==> src/asn_pkg.sv <==
// Purpose: Shared constants for the shift and normalize unit
// Assumes: 8-bit register port, one clock
// Notes: Register offsets are register indices on the plain port
`default_nettype none
package asn_pkg;
   // --------------------------------------------------
   // Register map
   // --------------------------------------------------
   localparam logic [2:0] ADDR_OB0 = 3'h0;
   localparam logic [2:0] ADDR_OB1 = 3'h1;
   localparam logic [2:0] ADDR_OB2 = 3'h2;
   localparam logic [2:0] ADDR_OB3 = 3'h3;
   localparam logic [2:0] ADDR_OB4 = 3'h4;
   localparam logic [2:0] ADDR_OB5 = 3'h5;
   localparam logic [2:0] ADDR_CTRL = 3'h6;
   // --------------------------------------------------
   // Control register fields and reset values
   // --------------------------------------------------
   localparam int ERR_BIT = 7;
   localparam int OVF_BIT = 6;
   localparam int DIR_BIT = 5;
   localparam int CNT_W = 5;
   localparam logic [4:0] CNT_ZERO = 5'h00;
   localparam logic [4:0] NORM_MAX = 5'h1f;
   localparam logic [7:0] BYTE_RST = 8'h00;
   localparam logic [31:0] OP_RST = 32'h0000_0000;
   // --------------------------------------------------
   // Timing
   // --------------------------------------------------
   localparam logic [3:0] MC_CLKS = 4'hc;
   localparam logic [2:0] FIRST_STEPS = 3'h4;
   localparam logic [2:0] NEXT_STEPS = 3'h6;
   localparam int MAX_STEPS = 6;
   // --------------------------------------------------
   // States
   // --------------------------------------------------
   typedef enum logic [0:0] {
      ST_IDLE = 1'b0,
      ST_BUSY = 1'b1
   } asn_state_t;
endpackage
`default_nettype wire

==> src/asn_shift_normalize.sv <==
// Purpose: Normalize/shift section and shared flags of the arithmetic unit
// Assumes: Core writes/reads operand bytes over a plain strobe port
// Notes: A machine cycle is a fixed count of core clocks
`timescale 1ns/100ps
`default_nettype none
// What this block does
// - Writing operand byte 0 resets the unit and arms monitoring.
// - Every control write launches an operation on operand bytes 0-3, except normalize with operand top bit already one.
// - Bytes 0-2 read in any order; byte 3 read disarms monitoring.
// - Normalize shifts the 32-bit operand left until its top bit is one or 31 shifts are done.
// - Count field zero in the control write selects normalize.
// - After normalize the count field holds shifts done, at most 31.
// - Normalize finishes within six machine cycles.
// - Bit 5 gives direction, bits 0-4 a nonzero shift count.
// - Direction one shifts right, zero shifts left.
// - Zeros enter at byte 0 on left shift, byte 3 on right.
// - Four bit-shifts first machine cycle, six in each later one.
// - Operand read or byte 0 rewrite during an operation sets error.
// - Overflow set on divide by zero, big product, or normalize top bit.
// - Non-overflow operations clear overflow; software cannot write it.
// - Mul/div: armed byte 0 rewrite sets error; byte 3 or 5 disarms.
// - Error flag is read-only and clears when read.
// - Illegal reads set error but never disturb the running operation.
module asn_shift_normalize (
   input wire logic clk,
   input wire logic rst_n,
   input wire logic [2:0] addr,
   input wire logic [7:0] wdata,
   input wire logic wr,
   input wire logic rd,
   input wire logic muldiv_done,
   input wire logic muldiv_ovf,
   output logic [7:0] rdata,
   output logic busy
);
   import asn_pkg::*;

   // --------------------------------------------------
   // Reset release
   // --------------------------------------------------
   logic rst_meta_reg;
   logic rst_sync_n;

   always_ff @(posedge clk or negedge rst_n) begin
      if (!rst_n) begin
         rst_meta_reg <= 1'b0;
         rst_sync_n <= 1'b0;
      end else begin
         rst_meta_reg <= 1'b1;
         rst_sync_n <= rst_meta_reg;
      end
   end

   // --------------------------------------------------
   // Decode
   // --------------------------------------------------
   asn_state_t state_reg;
   logic [31:0] op_reg;
   logic [7:0] ob4_reg;
   logic [7:0] ob5_reg;
   logic [4:0] cnt_reg;
   logic [4:0] rem_reg;
   logic dir_reg;
   logic norm_reg;
   logic ovf_reg;
   logic err_reg;
   logic armed_reg;
   logic first_mc_reg;
   logic [3:0] mc_cnt_reg;
   logic [7:0] rdata_reg;
   logic wr_ctrl;
   logic wr_b0;
   logic rd_ctrl;
   logic rd_low;
   logic rd_end;
   logic norm_start;
   logic tick;
   logic err_set;
   logic [2:0] limit;
   logic [4:0] remaining;
   logic [31:0] step_value;
   logic [4:0] step_count;
   logic step_done;
   logic [7:0] ctrl_view;

   assign busy = (state_reg == ST_BUSY);
   assign wr_ctrl = wr && (addr == ADDR_CTRL);
   assign wr_b0 = wr && (addr == ADDR_OB0);
   assign rd_ctrl = rd && (addr == ADDR_CTRL);
   assign rd_low = rd && (addr <= ADDR_OB3);
   assign rd_end = rd && ((addr == ADDR_OB3) || (addr == ADDR_OB5));
   assign norm_start = wr_ctrl && (wdata[CNT_W-1:0] == CNT_ZERO);

   // --------------------------------------------------
   // Machine cycle divider
   // --------------------------------------------------
   // Restarted at launch so the first short step covers a full cycle
   always_ff @(posedge clk or negedge rst_sync_n) begin
      if (!rst_sync_n) begin
         mc_cnt_reg <= 4'h0;
      end else if (wr_ctrl || !busy || (mc_cnt_reg == MC_CLKS - 4'h1)) begin
         mc_cnt_reg <= 4'h0;
      end else begin
         mc_cnt_reg <= mc_cnt_reg + 4'h1;
      end
   end

   assign tick = busy && (mc_cnt_reg == MC_CLKS - 4'h1);

   always_ff @(posedge clk or negedge rst_sync_n) begin
      if (!rst_sync_n) begin
         first_mc_reg <= 1'b0;
      end else if (wr_ctrl) begin
         first_mc_reg <= 1'b1;
      end else if (tick) begin
         first_mc_reg <= 1'b0;
      end
   end

   // --------------------------------------------------
   // Shifter
   // --------------------------------------------------
   assign limit = first_mc_reg ? FIRST_STEPS : NEXT_STEPS;
   assign remaining = norm_reg ? (NORM_MAX - cnt_reg) : rem_reg;

   asn_shift_step u_step (
      .value_in(op_reg),
      .shift_right(dir_reg && !norm_reg),
      .normalize(norm_reg),
      .limit(limit),
      .remaining(remaining),
      .value_out(step_value),
      .steps(step_count),
      .finished(step_done)
   );

   // --------------------------------------------------
   // Sequencer
   // --------------------------------------------------
   always_ff @(posedge clk or negedge rst_sync_n) begin
      if (!rst_sync_n) begin
         state_reg <= ST_IDLE;
      end else if (wr_b0) begin
         state_reg <= ST_IDLE;
      end else if (wr_ctrl) begin
         // An operand already normalized needs no shifting at all
         if (norm_start && op_reg[31]) begin
            state_reg <= ST_IDLE;
         end else begin
            state_reg <= ST_BUSY;
         end
      end else if (tick && step_done) begin
         state_reg <= ST_IDLE;
      end
   end

   always_ff @(posedge clk or negedge rst_sync_n) begin
      if (!rst_sync_n) begin
         dir_reg <= 1'b0;
         norm_reg <= 1'b0;
      end else if (wr_ctrl) begin
         dir_reg <= wdata[DIR_BIT];
         norm_reg <= norm_start;
      end
   end

   always_ff @(posedge clk or negedge rst_sync_n) begin
      if (!rst_sync_n) begin
         cnt_reg <= CNT_ZERO;
         rem_reg <= CNT_ZERO;
      end else if (wr_ctrl) begin
         cnt_reg <= wdata[CNT_W-1:0];
         rem_reg <= wdata[CNT_W-1:0];
      end else if (tick && norm_reg) begin
         cnt_reg <= cnt_reg + step_count;
      end else if (tick) begin
         rem_reg <= rem_reg - step_count;
      end
   end

   // --------------------------------------------------
   // Operand bytes
   // --------------------------------------------------
   // Bytes 1-3 are locked while busy so a stray write cannot corrupt it
   always_ff @(posedge clk or negedge rst_sync_n) begin
      if (!rst_sync_n) begin
         op_reg <= OP_RST;
      end else if (wr_b0) begin
         op_reg[7:0] <= wdata;
      end else if (wr && !busy && (addr == ADDR_OB1)) begin
         op_reg[15:8] <= wdata;
      end else if (wr && !busy && (addr == ADDR_OB2)) begin
         op_reg[23:16] <= wdata;
      end else if (wr && !busy && (addr == ADDR_OB3)) begin
         op_reg[31:24] <= wdata;
      end else if (tick) begin
         op_reg <= step_value;
      end
   end

   always_ff @(posedge clk or negedge rst_sync_n) begin
      if (!rst_sync_n) begin
         ob4_reg <= BYTE_RST;
         ob5_reg <= BYTE_RST;
      end else if (wr && (addr == ADDR_OB4)) begin
         ob4_reg <= wdata;
      end else if (wr && (addr == ADDR_OB5)) begin
         ob5_reg <= wdata;
      end
   end

   // --------------------------------------------------
   // Flags
   // --------------------------------------------------
   always_ff @(posedge clk or negedge rst_sync_n) begin
      if (!rst_sync_n) begin
         ovf_reg <= 1'b0;
      end else if (wr_ctrl) begin
         ovf_reg <= norm_start && op_reg[31];
      end else if (muldiv_done) begin
         ovf_reg <= muldiv_ovf;
      end
   end

   always_ff @(posedge clk or negedge rst_sync_n) begin
      if (!rst_sync_n) begin
         armed_reg <= 1'b0;
      end else if (wr_b0) begin
         armed_reg <= 1'b1;
      end else if (rd_end) begin
         armed_reg <= 1'b0;
      end
   end

   assign err_set = (armed_reg && wr_b0)
      || (busy && (rd_low || wr_b0));

   // Set wins over the clearing read
   always_ff @(posedge clk or negedge rst_sync_n) begin
      if (!rst_sync_n) begin
         err_reg <= 1'b0;
      end else if (err_set) begin
         err_reg <= 1'b1;
      end else if (rd_ctrl) begin
         err_reg <= 1'b0;
      end
   end

   // --------------------------------------------------
   // Read port
   // --------------------------------------------------
   assign ctrl_view = {err_reg, ovf_reg, dir_reg, cnt_reg};

   always_ff @(posedge clk or negedge rst_sync_n) begin
      if (!rst_sync_n) begin
         rdata_reg <= BYTE_RST;
      end else if (rd) begin
         case (addr)
            ADDR_OB0: rdata_reg <= op_reg[7:0];
            ADDR_OB1: rdata_reg <= op_reg[15:8];
            ADDR_OB2: rdata_reg <= op_reg[23:16];
            ADDR_OB3: rdata_reg <= op_reg[31:24];
            ADDR_OB4: rdata_reg <= ob4_reg;
            ADDR_OB5: rdata_reg <= ob5_reg;
            ADDR_CTRL: rdata_reg <= ctrl_view;
            default: rdata_reg <= BYTE_RST;
         endcase
      end else begin
         rdata_reg <= BYTE_RST;
      end
   end

   assign rdata = rdata_reg;

   // --------------------------------------------------
   // Checks
   // --------------------------------------------------
   logic [6:0] busy_len_reg;

   always_ff @(posedge clk or negedge rst_sync_n) begin
      if (!rst_sync_n) begin
         busy_len_reg <= 7'h00;
      end else if (!busy || wr_ctrl) begin
         busy_len_reg <= 7'h00;
      end else begin
         busy_len_reg <= busy_len_reg + 7'h01;
      end
   end

   a_arm_on_b0: assert property (
      @(posedge clk) disable iff (!rst_sync_n)
      wr_b0 |=> armed_reg && !busy)
      else $error("byte 0 write did not reset and arm");

   a_launch_busy: assert property (
      @(posedge clk) disable iff (!rst_sync_n)
      wr_ctrl && !norm_start |=> busy)
      else $error("control write did not launch");

   a_disarm_b3: assert property (
      @(posedge clk) disable iff (!rst_sync_n)
      rd && (addr == ADDR_OB3) && !wr_b0 |=> !armed_reg)
      else $error("byte 3 read did not disarm");

   a_norm_result: assert property (
      @(posedge clk) disable iff (!rst_sync_n)
      $fell(busy) && norm_reg && !$past(wr_b0)
      |-> op_reg[31] || (cnt_reg == NORM_MAX))
      else $error("normalize ended with top bit zero");

   a_busy_bound: assert property (
      @(posedge clk) disable iff (!rst_sync_n)
      busy_len_reg <= 7'h48)
      else $error("operation exceeded six machine cycles");

   a_first_four: assert property (
      @(posedge clk) disable iff (!rst_sync_n)
      tick && first_mc_reg |-> step_count <= 5'h04)
      else $error("first machine cycle shifted over four");

   // Direction taken from the tick cycle, a control write may follow it
   a_zero_fill: assert property (
      @(posedge clk) disable iff (!rst_sync_n)
      tick && !norm_reg && !wr_b0 && (step_count != 5'h00)
      |=> ($past(dir_reg) ? !op_reg[31] : !op_reg[0]))
      else $error("vacated bit not zero");

   a_early_read: assert property (
      @(posedge clk) disable iff (!rst_sync_n)
      busy && rd_low |=> err_reg)
      else $error("early read did not set error");

   a_ovf_norm: assert property (
      @(posedge clk) disable iff (!rst_sync_n)
      norm_start |=> ovf_reg == $past(op_reg[31]))
      else $error("normalize overflow wrong");

   // Read data stand in the cycle after the read and show the old flag
   a_err_clear: assert property (
      @(posedge clk) disable iff (!rst_sync_n)
      rd_ctrl && !err_set |=> !err_reg && (rdata[ERR_BIT] == $past(err_reg)))
      else $error("error flag not cleared by read");
endmodule // asn_shift_normalize
`default_nettype wire

==> src/asn_shift_step.sv <==
// Purpose: One machine cycle worth of shifting
// Assumes: Pure combinational, up to six single-bit steps
// Notes: Stops early on count reached or, when normalizing, on top bit one
`timescale 1ns/100ps
`default_nettype none
module asn_shift_step (
   input wire logic [31:0] value_in,
   input wire logic shift_right,
   input wire logic normalize,
   input wire logic [2:0] limit,
   input wire logic [4:0] remaining,
   output logic [31:0] value_out,
   output logic [4:0] steps,
   output logic finished
);
   import asn_pkg::*;

   always_comb begin
      logic [31:0] v;
      logic [4:0] n;
      logic stop;
      v = value_in;
      n = 5'h00;
      stop = 1'b0;
      for (int i = 0; i < MAX_STEPS; i++) begin
         stop = (n == remaining) || (normalize && v[31]);
         if ((3'(i) < limit) && !stop) begin
            // Zeros enter at the vacated end
            v = shift_right ? {1'b0, v[31:1]} : {v[30:0], 1'b0};
            n = n + 5'h01;
         end
      end
      value_out = v;
      steps = n;
      finished = (n == remaining) || (normalize && v[31]);
   end
endmodule // asn_shift_step
`default_nettype wire

==> config.mk <==
export PLATFORM = sky130hd
export DESIGN_NAME = asn_shift_normalize
export DESIGN_NICKNAME = d
export VERILOG_FILES = /design/src/asn_pkg.sv /design/src/asn_shift_normalize.sv /design/src/asn_shift_step.sv
export SDC_FILE = /design/constraint.sdc
export NUM_CORES = 1
export LEC_CHECK = 0
export BUFFER_PORTS_ARGS = -buffer_cell sky130_fd_sc_hd__clkbuf_2
export CELL_PAD_IN_SITES_DETAIL_PLACEMENT = 0
export CELL_PAD_IN_SITES_GLOBAL_PLACEMENT = 2
export CORE_ASPECT_RATIO = 0.8
export CORE_MARGIN = 3
export CORE_UTILIZATION = 43
export CTS_BUF_LIST = sky130_fd_sc_hd__clkbuf_8
export CTS_CLUSTER_SIZE = 12
export DETAILED_ROUTE_END_ITERATION = 12
export GPL_TIMING_DRIVEN = 1
export PLACE_DENSITY = 0.95
export SYNTH_ARGS = -nofsm -noshare
export SYNTH_HDL_FRONTEND = slang
export SYNTH_SLANG_ARGS = --single-unit
==> constraint.sdc <==
create_clock -name clk -period 7.1 [get_ports clk]
set_clock_uncertainty 0.1 [all_clocks]
set_input_delay 2.13 -clock clk [delete_from_list [all_inputs] [get_ports clk]]
set_output_delay 2.13 -clock clk [all_outputs]
set_load 0.02 [all_outputs]
==> run metrics <==
Post-synth ARST share=100.0%; Final #Nets=1309; r2r setup slk=0.33 ns; CP Launch Type=flop; Final Max Tran Viols=0; crit share post-route=95.33%; DRC viols=0; dpl ws=0.1916 ns; Max-cap violations=0; Mapped Nets=1341; Power Density=306.0 nW/um^2; leakage=4.622 nW; # port buffers=25; Syn Inst Count=1307; Area Overhead vs Synth=7.430%; largest net degree at the start of global routing=84; final wirelength=35160 um; Die Y=142.0 um; gr ovfl total=0; WL/cell=22.17 um; CP Launch Point=rem_reg[2]; most frequent cells in the layout=nand2_1 (184), o21ai_0 (112), nor2_1 (107); Total Routing Usage GR=27.52%; area leader, netlist=dfrtp_1; RePlAce Congestion=0.9968; Antenna diodes=0; Worst VDD drop=0.1010 mV; clk slew on worst S/H paths=0.08 ns; CTS root buffer=clkbuf_8; Initial DRC Count=1460; Area contributors post-synth=dfrtp_1 (20%), mux2i_1 (9.3%), nand2_1 (7.0%); synth warn=0; io pins=26; Pre-antenna DRT Iters=6; critical path arrival=6.91 ns; CP max stage cell=or4_4; Worst Slack Setup Final=0.3318 ns; via count=10280; Setup violations, final=0; CP Class=reg -> reg; Slew @ Worst Pin=1.022 ns; Fmax=147.8 MHz; Clock Latency Late Sink=0.36 ns; PnR Total Power=3.265 mW; Worst Setup EP=cnt_reg[4]; area share of the largest cell type after synthesis=19.90%; initial antenna violation count=0; most frequent CP cell=inv_1; CTS Hold Bufs=0; starting density of the core=44.03%; max reg flops=32; Final Critical Period=6.768 ns; htree depth=3; CP required=7.25 ns; post-DP HPWL=26160 um; vias in the first global route=9301; HP Class=reg -> reg; Syn Std Cell Area=9935 sq um; R2R Path Start=rem_reg[2]; die area=24970 sq um; commonest non-fill, non-tap cell in the layout=nand2_1; R2R cell count=29; Via density=6.480; Critical Path Fanout Max=10; critical path endpoint category=flop; area of the core=22560 sq um; largest stage delay on the critical path=0.59 ns; # rows=49; number of synthesized flops with an enable pin=0; first-pass GRT wire length=54700 um; share of post-route cells with drive strength above 1=14.77%; Post-DRT Antenna Nets=0; Final Hold Violating Endpoints=0; Num CTS Buffers=9; flip-flop and latch count after synthesis=79; chip width=175.9 um; CTS max path bufs=2; syn_area_per_cell=7.601 sq um; CTS Sinks=79; number of distinct library cells after synthesis=85; status=completed; TritonCTS clock tree=yes; Slew HR=31.84%; post-synthesis sequential area ratio=19.90%; most used flip-flop cell after synthesis=dfrtp_1; r2r endpoint=cnt_reg[4]
==> where the power goes <==
part | total [mW] | switching [mW] | internal [mW] | leakage [nW]
logic | 2.15 | 1.31 | 0.843 | 3.51
registers | 0.677 | 0.146 | 0.531 | 0.975
clock network | 0.437 | 0.169 | 0.268 | 0.136
total | 3.27 | 1.62 | 1.64 | 4.62
==> cell type report <==
type                    instances  area (sq um)
clock buffers                   9         123.9
clock inverters                 7         136.4
fillers                      2306         11890
inverters                      41         156.4
multi-input cells            1090          7550
flip-flops and latches         79          1981
well taps                     306         382.9
repair buffers                 54         342.8
==> worst min path at each step <==
stage | to | startpoint | cells after the start
floorplan | rst_sync_n | rst_meta_reg | 0
global placement | rst_sync_n | rst_meta_reg | 0
finish | rst_sync_n | rst_meta_reg | 0
CTS | rst_sync_n | rst_meta_reg | 0
global route | rst_sync_n | rst_meta_reg | 0
detailed placement | rst_sync_n | rst_meta_reg | 0
==> logic make-up after synthesis <==
family                   Yosys count  share of synthesized area (%)
AND/OR/NAND/NOR                  452                          20.94
other                              1                        0.03775
XOR/XNOR                          24                          2.191
AO/OA/AOI/OAI                    426                          28.43
multiplexers                     170                          20.72
adder cells (fa/ha/maj)           17                          2.292
buffers and inverters            138                          5.491
flip-flops                        79                          19.90
==> routing by layer <==
metal | GRT usage, % | wire length (um) | vias to the layer above
li1 | - | - | 4785
met2 | 38.06 | 13990 | 483
met5 | 0 | 0 | -
met1 | 43.81 | 16970 | 4951
met3 | 4.960 | 3430 | 59
met4 | 6.372 | 771 | 0
==> synth_stat cells (4+ instances only) <==
master	number
nand2_1	184
o21ai_0	113
nor2_1	109
mux2i_1	92
a21oi_1	85
dfrtp_1	79
clkbuf_1	63
mux2_2	55
inv_1	39
a31oi_1	36
nand3_1	33
a211oi_1	32
a22oi_1	30
mux4_2	23
and3_1	21
and2_1	20
nor3_1	19
o211ai_1	19
buf_1	18
xnor2_1	18
ha_1	15
a21o_1	13
buf_2	13
or3_1	13
nand2b_1	11
nor2b_1	10
a211o_1	7
nand4_1	7
o31ai_1	7
nor3b_1	6
o21ai_1	6
o221ai_1	6
a311oi_1	5
o21a_1	5
o21bai_1	5
xor2_1	5
a21boi_0	4
a2bb2oi_1	4
o2111ai_1	4
o22ai_1	4
==> critical path, delay by kind of cell (launching register included) <==
family / cells / cell delay, ns
AO/OA/AOI/OAI: 7 / 1.50
XOR/XNOR: 3 / 0.58
adder cells (fa/ha/maj): 3 / 0.91
buffers and inverters: 6 / 0.67
flip-flops: 1 / 0.42
multiplexers: 1 / 0.29
AND/OR/NAND/NOR: 9 / 2.17
==> through the flow <==
step | instance area [sq um] | util, % | hold slack (ns) | TNS [ns] | std cells
final | 10670 | 47.30 | 0.2596 | 0 | 1586
after global routing | 10670 | 47.30 | 0.2816 | -0.009391 | 1586
after CTS | 10630 | 47.12 | 0.2623 | 0 | 1583
after detailed placement | 10370 | 45.96 | 0.2404 | 0 | 1567
after global placement | 10370 | 45.96 | 0.2449 | 0 | 1567
after floorplan | 10080 | - | 0.2312 | -0.02793 | 1307
==> what timing repair did <==
item,CTS,global route
resized for setup,0,4
endpoints found under the setup margin,0,2
buffers inserted,0,3
Power figures use the tool's default switching activity.
